## src/hdl/cioc_pkg.sv

```systemverilog
// Shared types and constants of the contact I/O program control block
package cioc_pkg;

	// Register byte offsets
	localparam logic [5:0] OFS_CMD   = 6'h00;
	localparam logic [5:0] OFS_STAT  = 6'h04;
	localparam logic [5:0] OFS_CFG   = 6'h08;
	localparam logic [5:0] OFS_EVT   = 6'h0C;
	localparam logic [5:0] OFS_IRQS  = 6'h10;
	localparam logic [5:0] OFS_IRQM  = 6'h14;
	localparam logic [5:0] OFS_GRP   = 6'h18;
	localparam logic [5:0] OFS_MAN   = 6'h1C;
	localparam logic [5:0] OFS_AUTO  = 6'h20;
	localparam logic [5:0] OFS_PIDX  = 6'h24;
	localparam logic [5:0] OFS_PDATA = 6'h28;

	// Command bits, interrupt bits
	localparam int CMD_RUN   = 0;
	localparam int CMD_STOP  = 1;
	localparam int IRQ_START = 0;
	localparam int IRQ_STOP  = 1;
	localparam int IRQ_LOCAL = 2;
	localparam int IRQ_PAT   = 3;

	// Type codes
	localparam logic [1:0] OUT_RELAY = 2'h2;
	localparam logic [2:0] RET_OFF   = 3'h0;
	localparam logic [2:0] RET_LOOP  = 3'h4;
	localparam logic [4:0] BANK_OFS  = 5'h10;

	// Tuning group fields
	localparam logic [2:0] PID_PO = 3'h3;
	localparam logic [2:0] PID_OL = 3'h4;
	localparam logic [2:0] PID_OH = 3'h5;
	localparam logic [15:0] PID_RST    = 16'h0000;
	localparam logic [15:0] PID_OH_RST = 16'hFFFF;

	// Reset values
	localparam logic [4:0] PAT_RST = 5'h01;

	typedef enum logic [1:0] {CIOC_RESET, CIOC_RUN, CIOC_LOCAL} cioc_mode_t;

	typedef struct packed {
		logic pattern_bank_input;
		logic local_mode_input;
		logic run_stop_input;
		logic run_start_input;
		logic pattern_select_bit_d;
		logic pattern_select_bit_c;
		logic pattern_select_bit_b;
		logic pattern_select_bit_a;
	} cioc_di_t;

	typedef struct packed {
		logic time_event_d_output;
		logic time_event_c_output;
		logic time_event_b_output;
		logic time_event_a_output;
		logic instrument_alarm_output;
		logic pv_event_b_output;
		logic pv_event_a_output;
	} cioc_do_t;

	typedef struct packed {
		logic [2:0] retransmit_b_type;
		logic [2:0] retransmit_a_type;
		logic [1:0] out_type;
	} cioc_cfg_t;

	typedef struct packed {
		logic        man_en;
		logic [15:0] man_val;
	} cioc_man_t;

	typedef struct packed {
		logic        read;
		logic        write;
		logic [5:0]  address;
		logic [31:0] writedata;
	} cioc_av_req_t;

	typedef struct packed {
		logic        waitrequest;
		logic [31:0] readdata;
	} cioc_av_rsp_t;

	typedef struct packed {
		logic [7:0] s1;
		logic [7:0] s2;
		logic [7:0] prev;
	} cioc_sync_st_t;

	typedef logic [7:0][15:0] cioc_pid_grp_t;

	typedef struct packed {
		logic [7:0][7:0][15:0] mem;
	} cioc_pid_st_t;

	typedef struct packed {
		cioc_mode_t  mode;
		logic [4:0]  pattern;
		cioc_cfg_t   cfg;
		logic [6:0]  evt;
		cioc_do_t    dout;
		logic [3:0]  irq_st;
		logic [3:0]  irq_mask;
		logic        irq;
		logic [2:0]  grp;
		cioc_man_t   man;
		logic [15:0] auto_out;
		logic [5:0]  pidx;
		logic [15:0] out_val;
		logic        loop_en;
		logic        ret_a_en;
		logic        ret_b_en;
		logic        waitreq;
		logic [31:0] rdata;
	} cioc_st_t;

endpackage : cioc_pkg

```

## src/hdl/cioc_contact_sync.sv

```systemverilog
// Contact input synchroniser and rising edge detector
`timescale 1ns/100ps
module cioc_contact_sync (
	// Clock and reset
	input  wire logic       clk,
	input  wire logic       nrst,
	// Raw contacts in, conditioned view out
	input  wire logic [7:0] raw,
	output      logic [7:0] level,
	output      logic [7:0] rise
);
	import cioc_pkg::*;

	cioc_sync_st_t st_r;
	cioc_sync_st_t st_nxt;

	// Two stage chain, then one more stage for the edge compare
	always_comb begin
		st_nxt      = st_r;
		st_nxt.s1   = raw;
		st_nxt.s2   = st_r.s1;
		st_nxt.prev = st_r.s2;
	end

	always_ff @(posedge clk or negedge nrst) begin
		if (!nrst)
			st_r <= '0;
		else
			st_r <= st_nxt;
	end

	assign level = st_r.s2;

	// One pulse per off-to-on change, per contact
	for (genvar g = 0; g < 8; g++) begin : g_edge
		assign rise[g] = st_r.s2[g] & ~st_r.prev[g];
	end
endmodule : cioc_contact_sync

```

## src/hdl/cioc_pid_bank.sv

```systemverilog
// Storage for eight groups of control tuning parameters
`timescale 1ns/100ps
module cioc_pid_bank (
	// Clock and reset
	input  wire logic        clk,
	input  wire logic        nrst,
	// Software access, index is group then field
	input  wire logic        wr_en,
	input  wire logic [5:0]  idx,
	input  wire logic [15:0] wr_data,
	output      logic [15:0] rd_data,
	// Active group view
	input  wire logic [2:0]  grp,
	output      logic [15:0] preset,
	output      logic [15:0] lim_lo,
	output      logic [15:0] lim_hi
);
	import cioc_pkg::*;

	// Upper limit opens fully at reset so outputs are not clipped
	localparam cioc_pid_grp_t GRP_RST =
		{PID_RST, PID_RST, PID_OH_RST, {5{PID_RST}}};

	cioc_pid_st_t st_r;
	cioc_pid_st_t st_nxt;

	// Fields 0..5: P, I, D, preset, low limit, high limit
	always_comb begin
		st_nxt = st_r;
		if (wr_en)
			st_nxt.mem[idx[5:3]][idx[2:0]] = wr_data;
	end

	always_ff @(posedge clk or negedge nrst) begin
		if (!nrst)
			st_r <= {8{GRP_RST}};
		else
			st_r <= st_nxt;
	end

	assign rd_data = st_r.mem[idx[5:3]][idx[2:0]];
	assign preset  = st_r.mem[grp][PID_PO];
	assign lim_lo  = st_r.mem[grp][PID_OL];
	assign lim_hi  = st_r.mem[grp][PID_OH];
endmodule : cioc_pid_bank

```

## src/hdl/cioc_top.sv

```systemverilog
// Contact I/O and program mode control with Avalon-MM registers
//
// Behaviour
// - Select bits weigh 1,2,4,8 into pattern
// - Pattern selection only taken in reset mode
// - Bank input on adds 16 to pattern
// - Start input rising edge begins program run
// - Stop input rising edge stops, drives preset
// - Preset output overrides manual while stopped
// - Local input rising edge enters local mode
// - Outputs 1-3: PV events, instrument alarm
// - Outputs 4-7: time events 1 to 4
// - Eight tuning groups: P, I, D, preset, limits
// - Loop power only at type 4, no retransmit
// - Second retransmit only with relay control output
//
// Design decisions made here: the register offsets and the Avalon-MM slave port.
`timescale 1ns/100ps
module cioc_top (
	// Clock and reset
	input  wire logic                   clk,
	input  wire logic                   nrst,
	// Register bus
	input  wire cioc_pkg::cioc_av_req_t av_req,
	output      cioc_pkg::cioc_av_rsp_t av_rsp,
	// Contact inputs, asynchronous pins
	input  wire cioc_pkg::cioc_di_t     contacts,
	// Contact outputs
	output      cioc_pkg::cioc_do_t     contact_out,
	// Control and retransmission terminals
	output      logic [15:0]            control_output_terminal,
	output      logic                   loop_power_en,
	output      logic                   retransmit_a_en,
	output      logic                   retransmit_b_en,
	// Mode and pattern
	output      cioc_pkg::cioc_mode_t   run_mode,
	output      logic [4:0]             selected_pattern_number,
	// Interrupt
	output      logic                   irq
);
	import cioc_pkg::*;

	localparam cioc_st_t ST_RST = '{
		mode:    CIOC_RESET,
		pattern: PAT_RST,
		waitreq: 1'b1,
		default: '0
	};

	cioc_st_t    st_r;
	cioc_st_t    st_nxt;
	cioc_di_t    di_lvl;
	cioc_di_t    di_rise;
	logic        req;
	logic        take;
	logic        wr_do;
	logic        pid_wr;
	logic        start_cmd;
	logic        stop_cmd;
	logic        local_cmd;
	logic [3:0]  sel;
	logic [15:0] pid_rd;
	logic [15:0] preset;
	logic [15:0] lim_lo;
	logic [15:0] lim_hi;

	////////////////////////////////////////////////////////////////////////
	// Submodules

	cioc_contact_sync u_sync (
		.clk   (clk),
		.nrst  (nrst),
		.raw   (contacts),
		.level (di_lvl),
		.rise  (di_rise)
	);

	cioc_pid_bank u_pid (
		.clk     (clk),
		.nrst    (nrst),
		.wr_en   (pid_wr),
		.idx     (st_r.pidx),
		.wr_data (av_req.writedata[15:0]),
		.rd_data (pid_rd),
		.grp     (st_r.grp),
		.preset  (preset),
		.lim_lo  (lim_lo),
		.lim_hi  (lim_hi)
	);

	////////////////////////////////////////////////////////////////////////
	// Bus handshake: fixed one wait cycle, answer on second edge

	assign req    = av_req.read | av_req.write;
	assign take   = req & st_r.waitreq;
	assign wr_do  = av_req.write & ~st_r.waitreq;
	assign pid_wr = wr_do & (av_req.address == OFS_PDATA);

	// Start and stop from contact edges or software keys, local from its contact edge only
	assign start_cmd = di_rise.run_start_input
		| (wr_do & (av_req.address == OFS_CMD)
		& av_req.writedata[CMD_RUN]);
	assign stop_cmd = di_rise.run_stop_input
		| (wr_do & (av_req.address == OFS_CMD)
		& av_req.writedata[CMD_STOP]);
	assign local_cmd = di_rise.local_mode_input;

	// Weights 1,2,4,8 from first to fourth select input
	assign sel = {di_lvl.pattern_select_bit_d, di_lvl.pattern_select_bit_c,
		di_lvl.pattern_select_bit_b, di_lvl.pattern_select_bit_a};

	////////////////////////////////////////////////////////////////////////
	// Next state

	always_comb begin
		logic [31:0] rd_val;
		logic [15:0] v;
		logic [3:0]  ev;
		logic [3:0]  clr;
		rd_val = 32'h0000_0000;
		v      = 16'h0000;
		ev     = 4'h0;
		clr    = 4'h0;
		st_nxt = st_r;

		// Read mux; unmapped offsets read zero, writes dropped
		unique case (av_req.address)
			OFS_STAT: rd_val = {22'h00_0000, st_r.ret_b_en,
				st_r.ret_a_en, st_r.loop_en, st_r.pattern, st_r.mode};
			OFS_CFG:  rd_val = {24'h00_0000, st_r.cfg};
			OFS_EVT:  rd_val = {25'h000_0000, st_r.evt};
			OFS_IRQS: rd_val = {28'h000_0000, st_r.irq_st};
			OFS_IRQM: rd_val = {28'h000_0000, st_r.irq_mask};
			OFS_GRP:  rd_val = {29'h000_0000, st_r.grp};
			OFS_MAN:  rd_val = {15'h0000, st_r.man};
			OFS_AUTO: rd_val = {16'h0000, st_r.auto_out};
			OFS_PIDX: rd_val = {26'h000_0000, st_r.pidx};
			OFS_PDATA: rd_val = {16'h0000, pid_rd};
			default:  rd_val = 32'h0000_0000;
		endcase
		st_nxt.waitreq = ~take;
		if (take & av_req.read)
			st_nxt.rdata = rd_val;

		// Register writes take effect on the answering edge
		if (wr_do) begin
			unique case (av_req.address)
				OFS_CFG:  st_nxt.cfg = av_req.writedata[7:0];
				OFS_EVT:  st_nxt.evt = av_req.writedata[6:0];
				OFS_IRQS: clr = av_req.writedata[3:0];
				OFS_IRQM: st_nxt.irq_mask = av_req.writedata[3:0];
				OFS_GRP:  st_nxt.grp = av_req.writedata[2:0];
				OFS_MAN:  st_nxt.man = av_req.writedata[16:0];
				OFS_AUTO: st_nxt.auto_out = av_req.writedata[15:0];
				OFS_PIDX: st_nxt.pidx = av_req.writedata[5:0];
				default: ;
			endcase
		end

		// Pattern follows the contacts only while in reset mode
		if (st_r.mode == CIOC_RESET && sel != 4'h0) begin
			st_nxt.pattern = {1'b0, sel}
				+ (di_lvl.pattern_bank_input ? BANK_OFS : 5'h00);
			ev[IRQ_PAT] = (st_nxt.pattern != st_r.pattern);
		end

		// Mode: stop outranks start, start outranks local
		if (stop_cmd) begin
			st_nxt.mode    = CIOC_RESET;
			ev[IRQ_STOP]   = 1'b1;
		end else if (start_cmd) begin
			st_nxt.mode    = CIOC_RUN;
			ev[IRQ_START]  = 1'b1;
		end else if (local_cmd) begin
			st_nxt.mode    = CIOC_LOCAL;
			ev[IRQ_LOCAL]  = 1'b1;
		end

		// Control output: preset wins over manual when stopped
		unique case (st_nxt.mode)
			CIOC_RESET: st_nxt.out_val = preset;
			CIOC_RUN, CIOC_LOCAL: begin
				v = st_r.man.man_en ? st_r.man.man_val : st_r.auto_out;
				if (v < lim_lo)
					v = lim_lo;
				if (v > lim_hi)
					v = lim_hi;
				st_nxt.out_val = v;
			end
		endcase

		// Contact outputs mirror event sources one to one
		st_nxt.dout.pv_event_a_output       = st_r.evt[0];
		st_nxt.dout.pv_event_b_output       = st_r.evt[1];
		st_nxt.dout.instrument_alarm_output = st_r.evt[2];
		st_nxt.dout.time_event_a_output     = st_r.evt[3];
		st_nxt.dout.time_event_b_output     = st_r.evt[4];
		st_nxt.dout.time_event_c_output     = st_r.evt[5];
		st_nxt.dout.time_event_d_output     = st_r.evt[6];

		// Shared terminal: loop power excludes retransmission
		st_nxt.loop_en = (st_r.cfg.retransmit_a_type == RET_LOOP)
			| (st_r.cfg.retransmit_b_type == RET_LOOP);
		st_nxt.ret_a_en = ~st_nxt.loop_en
			& (st_r.cfg.retransmit_a_type != RET_OFF);
		st_nxt.ret_b_en = (st_r.cfg.out_type == OUT_RELAY)
			& ~st_nxt.loop_en
			& (st_r.cfg.retransmit_b_type != RET_OFF);

		// Sticky status: a new event beats a same-cycle clear
		st_nxt.irq_st = (st_r.irq_st & ~clr) | ev;
		st_nxt.irq    = |(st_nxt.irq_st & st_nxt.irq_mask);
	end

	always_ff @(posedge clk or negedge nrst) begin
		if (!nrst)
			st_r <= ST_RST;
		else
			st_r <= st_nxt;
	end

	////////////////////////////////////////////////////////////////////////
	// Outputs, all straight from the state register

	assign av_rsp.waitrequest      = st_r.waitreq;
	assign av_rsp.readdata         = st_r.rdata;
	assign contact_out             = st_r.dout;
	assign control_output_terminal = st_r.out_val;
	assign loop_power_en           = st_r.loop_en;
	assign retransmit_a_en         = st_r.ret_a_en;
	assign retransmit_b_en         = st_r.ret_b_en;
	assign run_mode                = st_r.mode;
	assign selected_pattern_number = st_r.pattern;
	assign irq                     = st_r.irq;
endmodule : cioc_top

```

## config.mk

```make
export PLATFORM = sky130hd
export DESIGN_NAME = cioc_top
export DESIGN_NICKNAME = d
export VERILOG_FILES = /design/src/hdl/cioc_pkg.sv /design/src/hdl/cioc_contact_sync.sv /design/src/hdl/cioc_pid_bank.sv /design/src/hdl/cioc_top.sv
export SDC_FILE = /design/constraint.sdc
export NUM_CORES = 2
export LEC_CHECK = 0
export ABC_AREA = 0
export BUFFER_PORTS_ARGS = -buffer_cell sky130_fd_sc_hd__buf_2
export CAP_MARGIN = 15
export CORE_MARGIN = 5
export CORE_UTILIZATION = 30
export DETAILED_ROUTE_END_ITERATION = 8
export SYNTH_ARGS = -nofsm -noshare
export SYNTH_HDL_FRONTEND = slang
export SYNTH_HIERARCHICAL = 1
export SYNTH_SLANG_ARGS = --single-unit
```

## constraint.sdc

```tcl
create_clock -name clk -period 5.5 [get_ports clk]
set_clock_uncertainty 0.05 [all_clocks]
set_input_delay 0.55 -clock clk [delete_from_list [all_inputs] [get_ports clk]]
set_output_delay 0.55 -clock clk [all_outputs]
set_load 0.1 [all_outputs]
```

**Word-level counts from Yosys, hierarchy flattened**

Index checks and enable logic that the tools add are counted.

- Register bits after elaboration: 1179
- Bits in latches: 0
- Bits in writable memories: 0
- Bits in read-only memories: 0
- Logic and storage cells: 194
- Memories kept: 0

- Add/sub/neg operators: 1
- Multipliers: 0
- Div/mod/pow operators: 0
- $lt $le $gt $ge: 7
- Equality and inequality tests: 16
- Shifts and indexed selects: 0
- Multiplexer cells: 32
- Bitwise gates (word level): 27
- Reduce and logical (&&, ||, !) cells: 17

Operators with widths:

| kind | number |
|---|---|
| $bwmux W1024 | 1 |
| $bmux W128 S3 | 2 |
| $demux W128 S3 | 1 |
| $mux W128 | 2 |
| $pmux W17 S10 | 1 |
| $mux W16 | 6 |
| $mux W96 | 1 |
| $bmux W16 S3 | 1 |
| $demux W16 S3 | 1 |
| $pmux W16 S2 | 1 |
| $eq A6 B5 Y1 const B | 4 |
| $eq A6 B6 Y1 const B | 3 |
| $gt A16 B16 Y1 | 1 |
| $lt A16 B16 Y1 | 1 |
| $mux W4 | 4 |
| $and A1 B1 Y1 | 13 |
| $eq A6 B4 Y1 const B | 2 |
| $lt A3 B4 Y1 const B | 3 |
| $reduce_and A2 Y1 | 6 |
| $and A4 B4 Y4 | 2 |
| $mux W1 | 7 |
| $eq A3 B3 Y1 const B | 2 |
| $eq A6 B3 Y1 const B | 1 |
| $ge A3 B1 Y1 const B | 2 |
| 17 further kinds | 32 |

**Longest topological paths before layout**

- Depth after elaboration: 13
- Depth in mapped cells: 22
- Mapped depth without buffers: 17

**By module**

Netlist, hierarchy kept.

Modules (own cells, without submodules):

| module | instances | cells each | area each (um^2) |
|---|---|---|---|
| cioc_pid_bank | 1 | 3612 | 49655.1 |
| cioc_top | 1 | 616 | 6881.6 |
| cioc_contact_sync | 1 | 40 | 770.7 |

**Worst setup path after synthesis**

No wires, ideal clock.

- Path kind: register -> register
- Start point: reg st_r[91] (netlist name)
- End point: reg st_r (netlist bit control_output_terminal[10])
- Setup time: 125 ps
- Arrival: 5844 ps
- Slack: -520 ps
- Cell stages (with the launch flop): 23
- Clock period less this slack: 6020 ps
- Cells stage by stage: dfrtp_1 > clkbuf_1 > buf_2 > buf_2 > mux4_2 > mux2_2 > inv_1 > ha_1 > o211ai_1 > a311oi_1 > nor3_1 > o21ai_1 > buf_2 > mux2_2 > ha_1 > a21oi_1 > nor2_1 > a2111oi_0 > o31ai_1 > a22oi_1 > clkbuf_1 > mux2_2 > mux2_4

RTL lines:

| element | line | RTL |
|---|---|---|
| end signal: assignment | cioc_top.sv:219 | `st_r <= st_nxt;` |
| end: declaration | cioc_top.sv:50 | `cioc_st_t st_r;` |

==> impl_metrics.env <==
export IMPL_status="completed"
export IMPL_p_per_area_nw_per_um2=309
export IMPL_crit_arrival_ns=5.93
export IMPL_p_leak_nw=29.4
export IMPL_hold_viol=0
export IMPL_routed_via_density=5.67
export IMPL_synth_area_per_cell_sq_um=13.4
export IMPL_core_area_sq_um=190000
export IMPL_critPathMaxFanout=11
export IMPL_syn_cell_area_sq_um=57100
export IMPL_drt_wl_total_mm=192
export IMPL_worst_setup_path_type="flop to flop"
export IMPL_path_clk_slew_ns=0.06
export IMPL_critPathLaunchType="flop"
export IMPL_drt_iter0_drc=4356
export IMPL_layout_drive_gt1_share_pct=47.7
export IMPL_die_area_sq_um=199000
export IMPL_crit_required_ns=6.08
export IMPL_clock_latency_ns=0.76
export IMPL_grt_max_degree=158
export IMPL_rr_worst_depth=19
export IMPL_numCtsBuffers=121
export IMPL_nets=4324
export IMPL_grt_pass1_vias=38900
export IMPL_cts_max_level=3
export IMPL_io_buffers=86
export IMPL_tritoncts="yes"
export IMPL_post_route_period_util_pct=97.3
export IMPL_max_slew_margin_pct=21.3
export IMPL_maxCapViolations=0
export IMPL_hold_path_class="primary input to flop"
export IMPL_endpoint_kind="flop"
export IMPL_initial_utilization_pct=30.1
export IMPL_hold_depth=4
export IMPL_clock_sinks=1160
export IMPL_die_h_um=446
export IMPL_num_vias=38900
export IMPL_slew_viol_final=0
export IMPL_min_from="av_req[1]"
export IMPL_syn_instance_count=4255
export IMPL_routedWlPerCell_um=28.0
export IMPL_r2r_start="st_r[91]$_DFFE_PN0P_"
export IMPL_ys_warn_count=6
export IMPL_fp_dieW_um=446
export IMPL_nFillCells=18500
export IMPL_rows=160
export IMPL_finalSetupViolations=0
export IMPL_track_usage_pct=18.7
export IMPL_grt_pass1_wl_mm=280
export IMPL_pre_cts_ws_ns=0.0109
export IMPL_drtAntennaViolNets=0
export IMPL_reg2reg_slack_ns=0.15
export IMPL_hold_path_endpoint="run_mode[1]$_DFF_PN0_"
export IMPL_setup_slack_ns=0.151
export IMPL_area_growth_pct=13.5
export IMPL_reg2reg_to="control_output_terminal[6]$_DFF_PN0_"
export IMPL_drtPass1Iterations=6
export IMPL_grt_remaining_overflow=0
export IMPL_max_freq_ghz=0.187
export IMPL_place_congestion=0.865
export IMPL_drcViolationCount=0
export IMPL_min_period_ns=5.35
export IMPL_cts_buffer_depth=3
export IMPL_instances_no_fill=6866
export IMPL_cts_root_buf="clkbuf_16"
export IMPL_ir_drop_mv=0.281
export IMPL_ioPinCount=117
export IMPL_tightest_slew_ns=1.18
export IMPL_antenna_found_initial=12
export IMPL_dp_cells=6614
export IMPL_dp_hpwl_mm=120
==> worst max path at each step <==
stage / from / to / cells past startpoint
2_1_floorplan: st_r[91]$_DFFE_PN0P_ / control_output_terminal[10]$_DFF_PN0_ / 22
3_3_place_gp: st_r[91]$_DFFE_PN0P_ / control_output_terminal[7]$_DFF_PN0_ / 19
3_5_place_dp: st_r[91]$_DFFE_PN0P_ / control_output_terminal[10]$_DFF_PN0_ / 19
4_1_cts: st_r[91]$_DFFE_PN0P_ / control_output_terminal[6]$_DFF_PN0_ / 19
5_1_grt: st_r[91]$_DFFE_PN0P_ / control_output_terminal[3]$_DFF_PN0_ / 19
6_report: st_r[91]$_DFFE_PN0P_ / control_output_terminal[6]$_DFF_PN0_ / 19
==> registers in the layout (all words and copies together) (netlist names), 3 cells and up <==
register / count
selected_pattern_number: 5
control_output_terminal: 16
u_sync/st_r: 3
u_sync/level: 8
u_pid/st_r: 1024
st_nxt: 7
contact_out: 7
st_r: 58
u_sync/st_nxt: 8
av_rsp: 18
==> power breakdown <==
group / switching (mW) / internal, mW / leakage, nW
Sequential: 0.125 / 8.63 / 15.6
Combinational: 1.79 / 0.705 / 11.7
Clock: 3.56 / 5.25 / 2.11
==> cell usage in the layout (no fill, tap or decap), drive strengths merged, types with 11 or more instances in the layout <==
master       instances
mux4               117
mux2              1236
nand2              120
dlygate4sd3         12
nor2b               16
o21ai               89
dfstp              130
o221ai              17
a21oi               74
a222oi              18
a22oi              119
mux2i               88
conb                15
nor3                30
inv                 44
clkinv              19
dfrtp             1030
ha                  31
a221oi             230
clkbuf             190
nand3               11
buf                300
bufinv              13
a22o                44
nor2               154
o22ai               66
==> final cells by class <==
type / instances / area [sq um] / share of cell area [%]
sequential: 1160 / 29200 / 45.1
multi-input combinational: 2607 / 25500 / 39.3
clock buffer: 190 / 3720 / 5.75
tap: 2511 / 3140 / 4.85
timing repair buffer: 312 / 2480 / 3.83
clock inverter: 39 / 582 / 0.898
inverter: 41 / 158 / 0.243
antenna: 6 / 15.0 / 0.0232
==> routing by layer <==
metal	part of all wire (%)	track usage, %	routed length (um)
met5	0.025	0	48
met2	44	28.3	84800
met1	43	26.3	82900
met4	3.8	6.59	7340
met3	8.8	4.40	16800
==> worst max-delay path, cell delays in order (launching register included) <==
cell and delay, ns:
dfrtp_4 0.45, buf_12 0.16, buf_8 0.19, mux4_2 0.52, mux2_2 0.32, inv_1 0.08, ha_1 0.27, and4_1 0.26
a221oi_4 0.35, o21ai_4 0.17, mux2_2 0.33, ha_1 0.30, a21oi_1 0.14, nor2_1 0.06, a2111oi_1 0.36, o31ai_1 0.17
a22oi_2 0.24, buf_6 0.19, mux2_2 0.34, mux2_4 0.26
==> per-stage QoR <==
stage                     cell area, sq um  TNS (ns)  total power [mW]  util [%]  hold WS, ns
after CTS                            64700         0              20.1      34.1        0.106
final                                64800         0              20.1      34.1        0.158
after global placement               60300    -0.979              11.3      31.8        0.284
after global routing                 64800  -0.00562              20.7      34.1        0.142
after floorplan                      57200         0              10.3         -        0.204
after detailed placement             60300         0              11.3      31.8        0.287
==> what timing repair did <==
item                                   CTS  global route
setup endpoints to repair               10            16
cloned                                   0             1
hold buffers                            12             0
setup buffers                            2             2
pin swaps                                0             1
endpoints found under the hold margin   69             0
gates resized for setup                  1             7
Note: power is estimated with default switching activity, not from simulation.
